===== src/hw/dbc_regs.svh =====
// Field positions and reset values of the debug control block registers.
// Assumes it is included by the design modules.
`ifndef DBC_REGS_SVH
`define DBC_REGS_SVH

// Status and control register fields
`define DBC_SCR_PERMIT_BIT 7
`define DBC_SCR_ACTIVE_BIT 6
`define DBC_SCR_BKPT_EN_BIT 5
`define DBC_SCR_FTS_BIT 4
`define DBC_SCR_CLKSEL_BIT 3
`define DBC_SCR_WS_BIT 2
`define DBC_SCR_WSF_BIT 1
`define DBC_SCR_DVF_BIT 0

// Register widths and reset values
`define DBC_SCR_WIDTH 8
`define DBC_BKPT_WIDTH 16
`define DBC_BKPT_RESET 16'h0000
`define DBC_BIT_RESET 1'h0

`endif


===== src/hw/dbc_pkg.sv =====
// Types shared by the debug control block modules.
// Assumes the serial command decoder uses the same command encoding.
package dbc_pkg;

   // Commands handed over by the serial link decoder
   typedef enum logic [2:0]
   {
      cmd_read_status,
      cmd_write_control,
      cmd_read_bkpt,
      cmd_write_bkpt,
      cmd_background,
      cmd_go
   } dbc_cmd_t;

   // Processor state as seen by the debug logic
   typedef enum logic
   {
      mode_run,
      mode_active
   } dbc_mode_t;

endpackage


===== src/hw/dbc_addr_match.sv =====
// Exact-equality comparator of a bus address against the match value.
// Assumes address and match value are on the same clock; purely combinational.
module dbc_addr_match
#(
   parameter int WIDTH = 16
)
(
   // Compare operands
   input wire logic [WIDTH-1:0] i_addr,
   input wire logic [WIDTH-1:0] i_match,
   // Qualifiers
   input wire logic i_enable,
   input wire logic i_access,
   // Result
   output logic o_hit
);

   // Every address bit takes part; a partial compare would alias breakpoints
   always_comb
   begin
      o_hit = i_enable && i_access && (i_addr == i_match); // RL19
   end

endmodule


===== src/hw/dbc_ctrl_status.sv =====
// Control, status and hardware breakpoint logic of the serial debug controller.
// Assumes a decoder on the same clock hands over commands one cycle each.
// Function
// [RL1] Eight-bit status and control register provided
// [RL2] Sixteen-bit match register compared against address
// [RL3] Registers reachable only by debug commands
// [RL4] Permit bit frozen while background is active
// [RL5] Four status bits ignore control writes
// [RL6] Permit low refuses entry; reset clears
// [RL7] Active bit reports background mode
// [RL8] Breakpoint disabled requests nothing at all
// [RL9] Force mode enters at next instruction boundary
// [RL10] Tag mode marks opcode, enters at queue end
// [RL11] Clock select resets low, always writable
// [RL12] Wait/stop flag shows wait or woken
// [RL13] Background command wakes from wait/stop
// [RL14] Host confirms active bit after forcing
// [RL15] Wait/stop failure flag set on failure
// [RL16] Host recovers failures via background command
// [RL17] Data valid failure always reads zero
// [RL18] Breakpoint enable is low after reset
// [RL19] Comparator needs exact sixteen-bit equality
`include "dbc_regs.svh"

module dbc_ctrl_status
#(
   parameter int ADDR_WIDTH = `DBC_BKPT_WIDTH
)
(
   // Clock and reset
   input wire logic i_clock,
   input wire logic i_nrst,
   // Commands from the serial link decoder
   input wire logic i_cmd_valid,
   input dbc_pkg::dbc_cmd_t i_cmd,
   input wire logic [15:0] i_cmd_wdata,
   output logic [15:0] o_rdata_ff,
   output logic o_rdata_valid_ff,
   // Processor bus and pipeline
   input wire logic i_cpu_access,
   input wire logic i_cpu_opfetch,
   input wire logic [ADDR_WIDTH-1:0] i_cpu_addr,
   input wire logic i_instr_boundary,
   input wire logic i_tag_at_queue_end,
   input wire logic i_cpu_wait_stop,
   input wire logic i_mem_fail_ws,
   // Requests and state toward the processor
   output logic o_enter_bgnd_ff,
   output logic o_opcode_tag_ff,
   output logic o_background_active_ff,
   output logic o_comm_clock_select_ff
);

   // Control fields, written by debug commands only
   logic background_permit_ff;
   logic nxt_background_permit;
   logic breakpoint_enable_ff;
   logic nxt_breakpoint_enable;
   logic force_or_tag_choice_ff;
   logic nxt_force_or_tag_choice;
   logic comm_clock_select_ff;
   logic nxt_comm_clock_select;
   logic [ADDR_WIDTH-1:0] breakpoint_match_address_ff;
   logic [ADDR_WIDTH-1:0] nxt_breakpoint_match_address;

   // Mode and status state
   dbc_pkg::dbc_mode_t mode_ff;
   dbc_pkg::dbc_mode_t nxt_mode;
   logic ws_wake_ff;
   logic nxt_ws_wake;
   logic wait_stop_failure_ff;
   logic nxt_wait_stop_failure;
   logic force_pend_ff;
   logic nxt_force_pend;

   // Output registers
   logic enter_ff;
   logic nxt_enter;
   logic tag_ff;
   logic nxt_tag;
   logic [15:0] rdata_ff;
   logic [15:0] nxt_rdata;
   logic rvalid_ff;
   logic nxt_rvalid;

   // Decoded command strobes
   logic wr_ctrl;
   logic wr_bkpt;
   logic rd_status;
   logic rd_bkpt;
   logic bg_cmd;
   logic go_cmd;
   // Comparator result and assembled status byte
   logic addr_hit;
   logic wait_stop_flag;
   logic [`DBC_SCR_WIDTH-1:0] status_byte;

   // Command decode; no processor data port exists, so user code cannot reach these
   always_comb
   begin
      wr_ctrl = i_cmd_valid && (i_cmd == dbc_pkg::cmd_write_control); // RL3
      wr_bkpt = i_cmd_valid && (i_cmd == dbc_pkg::cmd_write_bkpt); // RL3
      rd_status = i_cmd_valid && (i_cmd == dbc_pkg::cmd_read_status);
      rd_bkpt = i_cmd_valid && (i_cmd == dbc_pkg::cmd_read_bkpt);
      bg_cmd = i_cmd_valid && (i_cmd == dbc_pkg::cmd_background);
      go_cmd = i_cmd_valid && (i_cmd == dbc_pkg::cmd_go);
   end

   // Breakpoint comparator, only live while the user program runs
   dbc_addr_match
   #(
      .WIDTH(ADDR_WIDTH)
   )
   u_match
   (
      .i_addr(i_cpu_addr),
      .i_match(breakpoint_match_address_ff),
      .i_enable(breakpoint_enable_ff && (mode_ff == dbc_pkg::mode_run)), // RL2 RL8
      .i_access(i_cpu_access),
      .o_hit(addr_hit)
   );

   // Wait/stop flag: live wait/stop level, or held after a wake into background
   always_comb
   begin
      wait_stop_flag = i_cpu_wait_stop || ws_wake_ff; // RL12
   end

   // Status byte as the host reads it; failure bit for slow memory never rises
   always_comb
   begin
      status_byte = '0;
      status_byte[`DBC_SCR_PERMIT_BIT] = background_permit_ff; // RL1
      status_byte[`DBC_SCR_ACTIVE_BIT] = (mode_ff == dbc_pkg::mode_active); // RL7
      status_byte[`DBC_SCR_BKPT_EN_BIT] = breakpoint_enable_ff;
      status_byte[`DBC_SCR_FTS_BIT] = force_or_tag_choice_ff;
      status_byte[`DBC_SCR_CLKSEL_BIT] = comm_clock_select_ff;
      status_byte[`DBC_SCR_WS_BIT] = wait_stop_flag;
      status_byte[`DBC_SCR_WSF_BIT] = wait_stop_failure_ff;
      status_byte[`DBC_SCR_DVF_BIT] = 1'h0; // RL17
   end

   // Control register next values
   always_comb
   begin
      nxt_background_permit = background_permit_ff;
      nxt_breakpoint_enable = breakpoint_enable_ff;
      nxt_force_or_tag_choice = force_or_tag_choice_ff;
      nxt_comm_clock_select = comm_clock_select_ff;
      nxt_breakpoint_match_address = breakpoint_match_address_ff;
      if (wr_ctrl)
      begin
         // Permit may not forbid a mode that is already active
         if (mode_ff == dbc_pkg::mode_run)
         begin
            nxt_background_permit = i_cmd_wdata[`DBC_SCR_PERMIT_BIT]; // RL4
         end
         nxt_breakpoint_enable = i_cmd_wdata[`DBC_SCR_BKPT_EN_BIT];
         nxt_force_or_tag_choice = i_cmd_wdata[`DBC_SCR_FTS_BIT];
         nxt_comm_clock_select = i_cmd_wdata[`DBC_SCR_CLKSEL_BIT]; // RL11
         // Active, wait/stop and failure bits take nothing from the write
      end
      if (wr_bkpt)
      begin
         nxt_breakpoint_match_address = i_cmd_wdata[ADDR_WIDTH-1:0]; // RL2
      end
   end

   // Control registers; reset clears the permit bit, a control write while running loads it from bit 7
   always_ff @(posedge i_clock or negedge i_nrst)
   begin
      if (!i_nrst)
      begin
         background_permit_ff <= `DBC_BIT_RESET; // RL6
         breakpoint_enable_ff <= `DBC_BIT_RESET; // RL18
         force_or_tag_choice_ff <= `DBC_BIT_RESET;
         comm_clock_select_ff <= `DBC_BIT_RESET; // RL11
         breakpoint_match_address_ff <= ADDR_WIDTH'(`DBC_BKPT_RESET);
      end
      else
      begin
         background_permit_ff <= nxt_background_permit;
         breakpoint_enable_ff <= nxt_breakpoint_enable;
         force_or_tag_choice_ff <= nxt_force_or_tag_choice;
         comm_clock_select_ff <= nxt_comm_clock_select;
         breakpoint_match_address_ff <= nxt_breakpoint_match_address;
      end
   end

   // Mode, breakpoint and status next values
   always_comb
   begin
      nxt_mode = mode_ff;
      nxt_ws_wake = ws_wake_ff;
      nxt_force_pend = force_pend_ff;
      nxt_enter = 1'h0;
      nxt_tag = 1'h0;
      // Failure flag: read of status clears it, a new failure wins the same cycle
      nxt_wait_stop_failure = wait_stop_failure_ff;
      if (rd_status)
      begin
         nxt_wait_stop_failure = 1'h0;
      end
      if (i_mem_fail_ws)
      begin
         nxt_wait_stop_failure = 1'h1; // RL15
      end
      // Forced match latches until the next instruction boundary
      if (addr_hit && force_or_tag_choice_ff)
      begin
         nxt_force_pend = 1'h1; // RL9
      end
      if (!breakpoint_enable_ff)
      begin
         nxt_force_pend = 1'h0; // RL8
      end
      // Tagged match marks the opcode being fetched
      nxt_tag = addr_hit && !force_or_tag_choice_ff && i_cpu_opfetch; // RL10
      unique case (mode_ff)
         dbc_pkg::mode_run:
         begin
            // Every entry path is refused while the permit bit is low
            if (background_permit_ff) // RL6
            begin
               if (bg_cmd)
               begin
                  nxt_enter = 1'h1;
                  nxt_ws_wake = i_cpu_wait_stop; // RL13
               end
               else if (force_pend_ff && i_instr_boundary && breakpoint_enable_ff)
               begin
                  nxt_enter = 1'h1; // RL9
               end
               else if (i_tag_at_queue_end && breakpoint_enable_ff)
               begin
                  nxt_enter = 1'h1; // RL10
               end
            end
            if (nxt_enter)
            begin
               nxt_mode = dbc_pkg::mode_active;
               nxt_force_pend = 1'h0;
               nxt_tag = 1'h0;
            end
         end
         dbc_pkg::mode_active:
         begin
            // Resume the user program; the wake mark is history from then on
            if (go_cmd)
            begin
               nxt_mode = dbc_pkg::mode_run;
               nxt_ws_wake = 1'h0; // RL12
            end
         end
      endcase
   end

   // Mode and status registers
   always_ff @(posedge i_clock or negedge i_nrst)
   begin
      if (!i_nrst)
      begin
         mode_ff <= dbc_pkg::mode_run;
         ws_wake_ff <= 1'h0;
         wait_stop_failure_ff <= 1'h0;
         force_pend_ff <= 1'h0;
         enter_ff <= 1'h0;
         tag_ff <= 1'h0;
      end
      else
      begin
         mode_ff <= nxt_mode; // RL7
         ws_wake_ff <= nxt_ws_wake;
         wait_stop_failure_ff <= nxt_wait_stop_failure;
         force_pend_ff <= nxt_force_pend;
         enter_ff <= nxt_enter;
         tag_ff <= nxt_tag;
      end
   end

   // Read answers, one cycle after the command
   always_comb
   begin
      nxt_rdata = rdata_ff;
      nxt_rvalid = rd_status || rd_bkpt;
      if (rd_status)
      begin
         nxt_rdata = {8'h00, status_byte}; // RL5
      end
      else if (rd_bkpt)
      begin
         nxt_rdata = 16'(breakpoint_match_address_ff);
      end
   end

   // Read data registers
   always_ff @(posedge i_clock or negedge i_nrst)
   begin
      if (!i_nrst)
      begin
         rdata_ff <= 16'h0000;
         rvalid_ff <= 1'h0;
      end
      else
      begin
         rdata_ff <= nxt_rdata;
         rvalid_ff <= nxt_rvalid;
      end
   end

   // Outputs straight from flip-flops
   assign o_rdata_ff = rdata_ff;
   assign o_rdata_valid_ff = rvalid_ff;
   assign o_enter_bgnd_ff = enter_ff;
   assign o_opcode_tag_ff = tag_ff;
   assign o_background_active_ff = mode_ff;
   assign o_comm_clock_select_ff = comm_clock_select_ff;

   // Checks on the block's own behaviour
   a_permit_frozen: assert property (@(posedge i_clock) disable iff (!i_nrst) // RL4
      (mode_ff == dbc_pkg::mode_active) && wr_ctrl |=> $stable(background_permit_ff))
      else $error("permit bit changed while background active");

   a_entry_needs_permit: assert property (@(posedge i_clock) disable iff (!i_nrst) // RL6
      o_enter_bgnd_ff |-> $past(background_permit_ff) && $past(mode_ff) == dbc_pkg::mode_run)
      else $error("background entered without permit");

   a_active_report: assert property (@(posedge i_clock) disable iff (!i_nrst) // RL7
      rd_status |=> o_rdata_valid_ff && o_rdata_ff[6] == ($past(mode_ff) == dbc_pkg::mode_active))
      else $error("active bit misreported");

   a_bkpt_disabled: assert property (@(posedge i_clock) disable iff (!i_nrst) // RL8
      !breakpoint_enable_ff && !bg_cmd |=> !o_enter_bgnd_ff && !o_opcode_tag_ff)
      else $error("breakpoint acted while disabled");

   a_force_entry: assert property (@(posedge i_clock) disable iff (!i_nrst) // RL9
      force_pend_ff && i_instr_boundary && background_permit_ff && breakpoint_enable_ff
      && mode_ff == dbc_pkg::mode_run |=> o_enter_bgnd_ff ##1 o_background_active_ff)
      else $error("forced breakpoint missed boundary");

   a_tag_mark: assert property (@(posedge i_clock) disable iff (!i_nrst) // RL10
      addr_hit && !force_or_tag_choice_ff && i_cpu_opfetch && !nxt_enter |=> o_opcode_tag_ff)
      else $error("tagged opcode not marked");

   a_clock_select: assert property (@(posedge i_clock) disable iff (!i_nrst) // RL11
      wr_ctrl |=> o_comm_clock_select_ff == $past(i_cmd_wdata[3]))
      else $error("clock select write lost");

   a_ws_report: assert property (@(posedge i_clock) disable iff (!i_nrst) // RL12
      rd_status && i_cpu_wait_stop |=> o_rdata_ff[2])
      else $error("wait/stop flag not reported");

   a_ws_wake: assert property (@(posedge i_clock) disable iff (!i_nrst) // RL13
      bg_cmd && background_permit_ff && i_cpu_wait_stop && mode_ff == dbc_pkg::mode_run
      |=> o_enter_bgnd_ff && ws_wake_ff)
      else $error("background command did not wake");

   a_wsf_set: assert property (@(posedge i_clock) disable iff (!i_nrst) // RL15
      i_mem_fail_ws |=> wait_stop_failure_ff)
      else $error("failure flag not set");

   a_dvf_zero: assert property (@(posedge i_clock) disable iff (!i_nrst) // RL17
      o_rdata_valid_ff && $past(rd_status) |-> !o_rdata_ff[0])
      else $error("data valid failure bit rose");

endmodule


===== config.mk =====
export PLATFORM = sky130hd
export DESIGN_NAME = dbc_ctrl_status
export DESIGN_NICKNAME = d
export VERILOG_FILES = /design/src/hw/dbc_pkg.sv /design/src/hw/dbc_addr_match.sv /design/src/hw/dbc_ctrl_status.sv
export VERILOG_INCLUDE_DIRS = /design/src /design/src/hw
export SDC_FILE = /design/constraint.sdc
export NUM_CORES = 1
export LEC_CHECK = 0
export ABC_AREA = 1
export ABC_CLOCK_PERIOD_IN_PS = 2900
export BUFFER_PORTS_ARGS = -buffer_cell sky130_fd_sc_hd__buf_4
export CAP_MARGIN = 20
export CORE_MARGIN = 2
export CORE_UTILIZATION = 30
export CTS_CLUSTER_SIZE = 25
export DETAILED_ROUTE_END_ITERATION = 10
export GPL_ROUTABILITY_DRIVEN = 0
export SYNTH_ARGS = -nofsm -noshare
export SYNTH_HDL_FRONTEND = slang
export SYNTH_SLANG_ARGS = --single-unit
export TNS_END_PERCENT = 30

===== constraint.sdc =====
create_clock -name i_clock -period 2.9 [get_ports i_clock]
set_input_delay 0.29 -clock i_clock [delete_from_list [all_inputs] [get_ports i_clock]]
set_output_delay 0.29 -clock i_clock [all_outputs]
set_load 0.005 [all_outputs]

# Word-level counts from Yosys, hierarchy flattened

Cells that the tools add are included.
Widths: inputs -> output; s select.

Flip-flop bits (word level): 43
Bits in latches: 0
RAM bits: 0
Memory bits (read-only): 0
Output and inout bits: 21
Word-level logic and storage cells: 69
Memories kept: 0

Add/sub/neg operators: 0
$mul: 0
Div/mod/pow operators: 0
Order comparisons: 0
Eq/ne operators: 9
Shift operators: 0
Multiplexer cells: 23
Bitwise gates (word level): 1
Reduce and logical (&&, ||, !) cells: 23

Operators with widths:

| cell               | count |
|---|---|
| $mux 16            | 2 |
| $mux 1             | 19 |
| $eq 16x16->1       | 1 |
| $logic_and 1x1->1  | 15 |
| $eq 3x2->1 const B | 2 |
| $eq 3x3->1 const B | 2 |
| $ne 2x2->1 const B | 2 |
| $pmux 1 s2         | 2 |
| $reduce_bool 2->1  | 2 |
| $eq 3x1->1 const B | 1 |
| $logic_not 3->1    | 1 |
| $reduce_and 3->1   | 1 |
| $logic_or 1x1->1   | 2 |
| $ne 2x1->1 const B | 1 |
| $reduce_and 2->1   | 1 |
| $logic_not 1->1    | 1 |
| $not 1->1          | 1 |

# Depth between registers and ports, before layout

Gate-level depths: netlist of the first run.

Depth after elaboration: 9
Gate-level depth with buffers: 8
Gate-level depth less buffers: 8

# Cells and area by module

A second synthesis of the first run with hierarchy kept.

Cell total of the unflattened synthesis: 264
Area, all modules: 2275.9 um2

By module, submodules not included:

| module          | times used | cells an instance | area an instance (um2) |
|---|---|---|---|
| dbc_ctrl_status | 1          | 204               | 2004.4 |
| dbc_addr_match  | 1          | 60                | 271.5 |

# Worst setup path after synthesis of the first run

No wires, ideal clock.

Kind: input-to-reg
Start point: input i_cmd[1]
End point: register breakpoint_enable_ff
Setup time: 0.126 ns
Arrival time: 0.949 ns
Data required time: 2.774 ns
Slack: 1.825 ns
Stages: 7
Buffers on the path: 1
Cell sequence: buf_4 -> inv_4 -> nand2_2 -> nor3_2 -> inv_1 -> nand2_1 -> o21ai_0

Cells in the longest elaborated chain, start to end: 2

Ends and longest elaborated chain:

| item                   | line                   | text |
|---|---|---|
| start: declaration     | dbc_ctrl_status.sv:35  | `input dbc_pkg::dbc_cmd_t i_cmd,` |
| $eq 3x1->1             | dbc_ctrl_status.sv:101 | `wr_ctrl = i_cmd_valid && (i_cmd == dbc_pkg::cmd_write_control);` |
| $logic_and 1x1->1      | dbc_ctrl_status.sv:101 |  |
| end signal: assignment | dbc_ctrl_status.sv:175 | `` breakpoint_enable_ff <= `DBC_BIT_RESET; `` |
| end signal: assignment | dbc_ctrl_status.sv:183 | `breakpoint_enable_ff <= nxt_breakpoint_enable;` |
| end: declaration       | dbc_ctrl_status.sv:57  | `logic breakpoint_enable_ff;` |

Every way passes these cells.
A chain may end at the register's enable or synchronous reset.

# Worst setup path in the final report of the first run

Start point: input i_cmd_valid
End point: register rdata_ff[2] (netlist: o_rdata_ff[2])

Cells in the longest elaborated chain, start to end: 2
Elaborated cells between the ends (all ways): 4
Classes of those cells: 1 x mux; 3 x reduce/logical

Ends and longest elaborated chain:

| item                                                | line                                           | text |
|---|---|---|
| start: declaration                                  | dbc_ctrl_status.sv:34                          | `input wire logic i_cmd_valid,` |
| $logic_and 1x1->1 (on tied branches)                | dbc_ctrl_status.sv:103, dbc_ctrl_status.sv:104 |  |
| $mux 16 / $reduce_bool 2->1 (equally long branches) | n/a                                            |  |
| end signal: assignment                              | dbc_ctrl_status.sv:306                         | `rdata_ff <= nxt_rdata;` |
| end: declaration                                    | dbc_ctrl_status.sv:81                          | `logic [15:0] rdata_ff;` |

Parallel ways exist; a longest one is shown, timed or not.

==> results of run 1 <==
flip-flops by register name, summed over array words and instances (netlist names):
signal and cells:
o_comm_clock_select_ff 1, force_or_tag_choice_ff 1, force_pend_ff 1, ws_wake_ff 1, o_rdata_valid_ff 1, o_background_active_ff 1, background_permit_ff 1, breakpoint_enable_ff 1
o_opcode_tag_ff 1, breakpoint_match_address_ff 16, o_rdata_ff 16, wait_stop_failure_ff 1, o_enter_bgnd_ff 1
per-layer routing:
| layer | track usage (%) | vias up | part of all wire (%) |
|---|---|---|---|
| li1 | - | 989 | - |
| met1 | 21.0 | 840 | 50 |
| met2 | 23.1 | 39 | 45 |
| met3 | 2.71 | 5 | 4.5 |
| met4 | 4.13 | 0 | 0.93 |
| met5 | 0 | - | 0 |
per-stage QoR:
stage | setup WS (ns) | util (%) | area, um2
final | 1.43 | 41.3 | 2820
after floorplan | 1.83 | - | 2140
after global placement | 1.18 | 39.6 | 2700
after detailed placement | 1.11 | 39.6 | 2700
after CTS | 1.42 | 41.3 | 2820
after global routing | 1.15 | 41.3 | 2820
layout by cell type, fill, tap and decap left out, types with 2 or more instances in the layout:
cell	Yosys	routed
nand2_1	83	83
buf_4	1	64
dfrtp_1	43	43
inv_1	37	37
nor2_1	28	28
o21ai_0	22	22
a21oi_1	10	10
nand3_1	7	7
o31ai_1	7	7
clkbuf_8	0	6
xnor2_1	4	4
o21ai_1	4	4
mux2_2	4	4
nand4_1	3	3
or2_2	2	2
nor3_1	2	2
kinds of logic (layout without fill, tap and decap cells):
| group | after synthesis | after routing | synth area share (%) |
|---|---|---|---|
| simple gates | 132 | 132 | 25.9 |
| compound gates | 45 | 45 | 11.6 |
| buf+inv | 45 | 110 | 8.48 |
| flops | 43 | 43 | 50.3 |
| xor+xnor | 4 | 4 | 1.64 |
| mux | 4 | 4 | 2.11 |
area by class of cell:
cell class,instances,area [um2],area share (%)
clock buffers,6,82.6,2.93
clock inverters,2,35.0,1.24
inverters,38,145,5.15
multi-input cells,185,881,31.2
flip-flops and latches,43,1080,38.2
well taps,96,120,4.26
repair buffers,64,480,17.0
path summary, 6_finish.rpt:
check | start | endpoint | slack (ns) | cells past startpoint
worst min-delay path | i_nrst | o_rdata_ff[4] | -0.02 | 1
min in group i_clock | i_mem_fail_ws | wait_stop_failure_ff | 0.19 | 2
worst max-delay path | i_cmd_valid | o_rdata_ff[2] | 1.43 | 7
worst max register to register | breakpoint_match_address_ff[9] | force_pend_ff | 1.60 | 5
worst min register to register | o_rdata_ff[1] | o_rdata_ff[1] | 0.49 | 2
max in group asynchronous | i_nrst | breakpoint_match_address_ff[4] | 2.54 | 1
power by group through the flow:
stage	sequential, mW	clock (mW)	combinational (mW)
floorplan	0.801	0	0.240
global placement	0.822	0	0.439
detailed placement	0.822	0	0.447
CTS	0.811	0.497	0.448
global route	0.827	0.531	0.509
finish	0.809	0.490	0.443
==> impl_metrics.csv, run 1 <==
group,metric,value,unit
worst_setup_path,crit_chain,"buf_4, inv_1, nor2_2, nand2_1, inv_1, o21ai_0, o21ai_0",
worst_setup_path,critical-path-top-delay-family,"simple AND/OR/NAND/NOR gates",
worst_setup_path,critPathKind,"input port to flop",
clocking,cts_hold_buf,0,
synthesis,synth_top_area_share,50.3,%
sta,drv_slew,0,
synthesis,yosysSeqAreaShare,50.3,%
layout,n_antenna_cell,0,
floorplanning,pin_count,65,
synthesis,synth_nets,317,
route,ant_nets,0,
pwr,p_leak,1.50,nW
sta,skew,0.0106,ns
floorplanning,die_area,0.00782,mm2
route,dr.pass1.iters,4,
worst_setup_path,slowest_delay,0.69,ns
layout,num-fill-cells,724,
sta,setup_violations,0,
floorplanning,start_util,31.3,%
synthesis,async_flop_share,100,%
pwr,swShare,30.3,%
sta,timing.final.crit_period,1.47,ns
layout,stdcell_count,434,
sta,worstMarginPinSlew,0.937,ns
floorplanning,placementRows,30,
synthesis,ys_seq_elements,43,
sta,holdWs,-0.0155,ns
synthesis,syn_area,0.00214,mm2
sta,finalHoldViolCount,34,
layout,nNetsFinal,381,
pwr,combPwrFrac,25.4,%
synthesis,synthCells,273,
sta,grt_setup_unrepaired,"no",
floorplanning,core_area,0.00683,mm2
pwr,p_seq_share,46.4,%
synthesis,synth_top_flop_cell,"dfrtp_1",
route,wire_per_inst,12.4,um
pwr,finalPower,1.74,mW
worst_setup_path,worstSetupEndpointType,"flop",
route,vias,1873,
route,drcViolationCount,0,
clocking,clk_latency,0.29,ns
route,vias_per_cell,4.32,
layout,drive_gt1_share,24.9,%
synthesis,yosysMostFrequentCell,"nand2_1",
route,drt_iter0_drc,93,
sta,post-route-period-util,50.6,%
synthesis,ys_top_cells_by_area,"dfrtp_1 50%, nand2_1 15%, inv_1 6.5%",
layout,syn2layout_area_growth,31.9,%
pwr,vdd_drop_max,218,uV
placed_design,dp_hpwl,4090,um
worst_setup_path,crit_fanout,31,
pwr,powerDensity,617,mW/mm2
synthesis,synth_edf_count,0,
min_path,hold_class,"input port to async pin",
pwr,power_frac_clock,28.1,%
worst_setup_path,worstPathRequired,3.08,ns
sta,max_freq,0.681,GHz
clocking,cts_sinks,43,
sta,slew_headroom,37.4,%
grt,grt_pass1_vias,1877,
synthesis,yosysWarningCount,0,
grt,gr-usage-all-layers,14.7,%
run,drv_cap,0,
worst_setup_path,start_kind,"input port",
grt,overflow,0,
route,routed_wl,5360,um
clocking,cts_buffers,5,
floorplanning,die-height,88.4,um
worst_setup_path,worstPathArrival,1.65,ns
status,status,"complete, but fails checks",
synthesis,ys_top_cells_by_count,"83 x nand2_1, 43 x dfrtp_1, 37 x inv_1, 28 x nor2_1, 22 x o21ai_0",
synthesis,synth_top_cell_by_area,"dfrtp_1",
placed_design,placedCellCount,426,
clocking,path_clk_slew,0.09,ns
grt,grt_max_degree,44,
clocking,cts-root-buf,"clkbuf_8",
sta,finalSetupTns,0,ns
grt,grt_pass1_wl,8870,um
clocking,cts_tree,"built",
pwr,power.internal,1.21,mW
worst_setup_path,path_buf_inv,3,
clocking,post_cts_resized,0,
worst_setup_path,critPathSlowestCell,"nand2_1",
clocking,h-tree-depth,2,
placed_design,port_buffers,64,
clocking,post_cts_buffers,0,
status,violations,"hold timing",
grt,antenna_found_initial,0,
pwr,switching_power,0.528,mW
synthesis,yosys.cell_types.count,27,
floorplanning,die_w,88.4,um
synthesis,syn_area_per_cell,7.83,um2
clocking,clockBufferDepth,2,
(Power assumes the default switching activity.)
==> inputs of run 2 (changes only) <==
--- a/config.mk
+++ b/config.mk
@@ -6,8 +6,8 @@
 export SDC_FILE = /design/constraint.sdc
 export NUM_CORES = 1
 export LEC_CHECK = 0
-export ABC_AREA = 1
-export ABC_CLOCK_PERIOD_IN_PS = 2900
+export ABC_AREA = 0
+export ABC_CLOCK_PERIOD_IN_PS = 1250
 export BUFFER_PORTS_ARGS = -buffer_cell sky130_fd_sc_hd__buf_4
 export CAP_MARGIN = 20
 export CORE_MARGIN = 2
==> constraint.sdc (replaced) <==
create_clock -name i_clock -period 1.25 [get_ports i_clock]
set_input_delay 0.125 -clock i_clock [delete_from_list [all_inputs] [get_ports i_clock]]
set_output_delay 0.125 -clock i_clock [all_outputs]
set_load 0.005 [all_outputs]
==> impl_metrics.csv, run 2 <==
group,metric,value,unit
route,wire_per_inst,14.7,um
sta,finalHoldViolCount,0,
synthesis,synth_top_area_share,54.2,%
min_path,hold_class,"input port to flop",
worst_setup_path,worstSetupEndpointType,"flop",
floorplanning,die_w,85.3,um
sta,post-route-period-util,111,%
synthesis,synth_nets,210,
layout,final_cell_mix,"92 x buf_4, 42 x dfrtp_1, 21 x nand2_1",
sta,drv_slew,0,
worst_setup_path,crit_chain,"xor2_1, nor3_1, buf_4, nand3b_1, nor4_2",
sta,slew_headroom,63.3,%
synthesis,synth_top_cell_by_area,"dfrtp_1",
layout,drive_gt1_share,49.8,%
synthesis,synth_edf_count,0,
sta,grt_setup_unrepaired,"yes",
synthesis,synthCells,166,
clocking,path_clk_slew,0.08,ns
grt,gr-usage-all-layers,14.4,%
layout,n_antenna_cell,0,
floorplanning,pin_count,65,
clocking,clockBufferDepth,2,
pwr,vdd_drop_max,570,uV
synthesis,syn_area,0.00198,mm2
synthesis,yosysWarningCount,0,
grt,grt_pass1_wl,8100,um
clocking,cts-root-buf,"clkbuf_8",
clocking,clk_latency,0.29,ns
synthesis,yosysMostFrequentCell,"dfrtp_1",
placed_design,port_buffers,64,
floorplanning,die-height,85.3,um
route,ant_nets,0,
synthesis,ys_top_cells_by_area,"dfrtp_1 54%, mux2_2 11%, xor2_1 4.9%",
sta,worstMarginPinSlew,0.550,ns
worst_setup_path,crit_fanout,2,
worst_setup_path,worstPathRequired,1.45,ns
synthesis,yosys.cell_types.count,33,
worst_setup_path,path_buf_inv,1,
grt,antenna_found_initial,0,
synthesis,ys_seq_elements,43,
sta,setup_violations,2,
synthesis,synth_top_flop_cell,"dfrtp_1",
run,drv_cap,0,
pwr,powerDensity,1420,mW/mm2
synthesis,syn_area_per_cell,12.0,um2
route,routed_wl,5010,um
route,drcViolationCount,0,
worst_setup_path,critical-path-top-delay-family,"simple AND/OR/NAND/NOR gates",
sta,max_freq,0.722,GHz
worst_setup_path,critPathKind,"flop to flop",
sta,worst_slack,-0.135,ns
grt,grt_max_degree,44,
grt,overflow,0,
route,vias_per_cell,4.63,
floorplanning,die_area,0.00728,mm2
floorplanning,placementRows,29,
clocking,h-tree-depth,2,
synthesis,async_flop_share,100,%
layout,nNetsFinal,306,
sta,timing.final.crit_period,1.38,ns
pwr,finalPower,4.07,mW
status,status,"complete, but fails checks",
placed_design,placedCellCount,331,
layout,num-fill-cells,621,
worst_setup_path,critPathSlowestCell,"dfrtp_1",
clocking,cts_buffers,5,
floorplanning,start_util,31.1,%
clocking,post_cts_buffers,0,
route,dr.pass1.iters,4,
layout,syn2layout_area_growth,44.5,%
layout,final_common_cell,"buf_4",
route,vias,1573,
route,drt_iter0_drc,37,
grt,grt_pass1_vias,1651,
worst_setup_path,worstPathArrival,1.58,ns
sta,skew,0.00683,ns
placed_design,dp_hpwl,3720,um
clocking,cts_tree,"built",
pwr,p_leak,1.42,nW
status,violations,"setup timing",
synthesis,ys_top_cells_by_count,"43 x dfrtp_1, 21 x nand2_1, 20 x mux2_2, 11 x nand3_1, 11 x xor2_1",
floorplanning,core_area,0.00639,mm2
worst_setup_path,slowest_delay,0.39,ns
clocking,cts_sinks,43,
layout,stdcell_count,340,
worst_setup_path,start_kind,"flop",
synthesis,yosysSeqAreaShare,54.2,%
## run 2: cell count changes in the layout (fill, tap and decap cells not counted), sizes merged, moves of 6 or more
cell   previous run  this run
o21ai            26         3
mux2              4        20
o31ai             7         1
xor2              0        11
buf              64        94
nor2             29         8
nand2            84        21
mux2i             0         6
inv              38         1
## run 2: metrics by stage
stage	cell area (um2)	hold slack [ns]	utilization, %	setup WS, ns	TNS (ns)
finish	2870	0.0141	44.9	-0.135	-0.224
global route	2870	0.0176	44.9	-0.213	-0.420
CTS	2860	0.00538	44.8	-0.154	-0.264
detailed placement	2760	0.163	43.2	-0.185	-0.331
global placement	2760	0.157	43.2	-0.144	-0.285
floorplan	1980	-0.171	-	-0.0265	-0.0265
## run 2: report_power, final
group | internal [mW] | switching, mW | total, mW
Clock | 0.393 | 0.467 | 0.860
Sequential | 1.69 | 0.216 | 1.91
Combinational | 0.824 | 0.481 | 1.30
## run 2: routing by layer
layer	vias to the layer above	global-route usage (%)	routed length, um
li1	773	-	-
met1	751	18.8	2250
met2	43	23.7	2460
met3	6	3.11	237
met4	0	5.19	59
met5	-	0	0
## run 2: layout make-up
cell class                      count  area [um2]  share of cell area [%]
Clock buffer                        7        76.3                    2.66
Clock inverter                      1        5.00                   0.175
Inverter                            1        3.75                   0.131
Multi-Input combinational cell    116         868                    30.3
Sequential cell                    43        1080                    37.6
Tap cell                           77        96.3                    3.36
Timing Repair Buffer               95         741                    25.8
## run 2: path summary, 6_finish.rpt
check | slack, ns | endpoint | startpoint | depth (start not counted)
setup / recovery | -0.13 | o_opcode_tag_ff | breakpoint_match_address_ff[2] | 5
min in group asynchronous | 0.35 | o_rdata_ff[11] | i_nrst | 2
hold / removal | 0.01 | wait_stop_failure_ff | i_mem_fail_ws | 2
hold reg to reg | 0.47 | o_rdata_ff[8] | o_rdata_ff[8] | 2
max in group asynchronous | 0.49 | o_background_active_ff | i_nrst | 2
setup reg to reg | -0.13 | o_opcode_tag_ff | breakpoint_match_address_ff[2] | 5
## run 2: timing repair
action	CTS	global route
resized for setup	1	2
hold buffers	1	0
setup endpoints to repair	3	4
hold endpoints to repair	43	0
pin swaps	9	2
## run 2: cells by family after synthesis
family                    synth area share (%)
DFF                                       54.2
AOI/OAI and AO/OA                         5.36
and+or+nand+nor                           16.3
muxes                                     14.4
buffers and inverters                     2.71
xor gates and xnor gates                  7.06
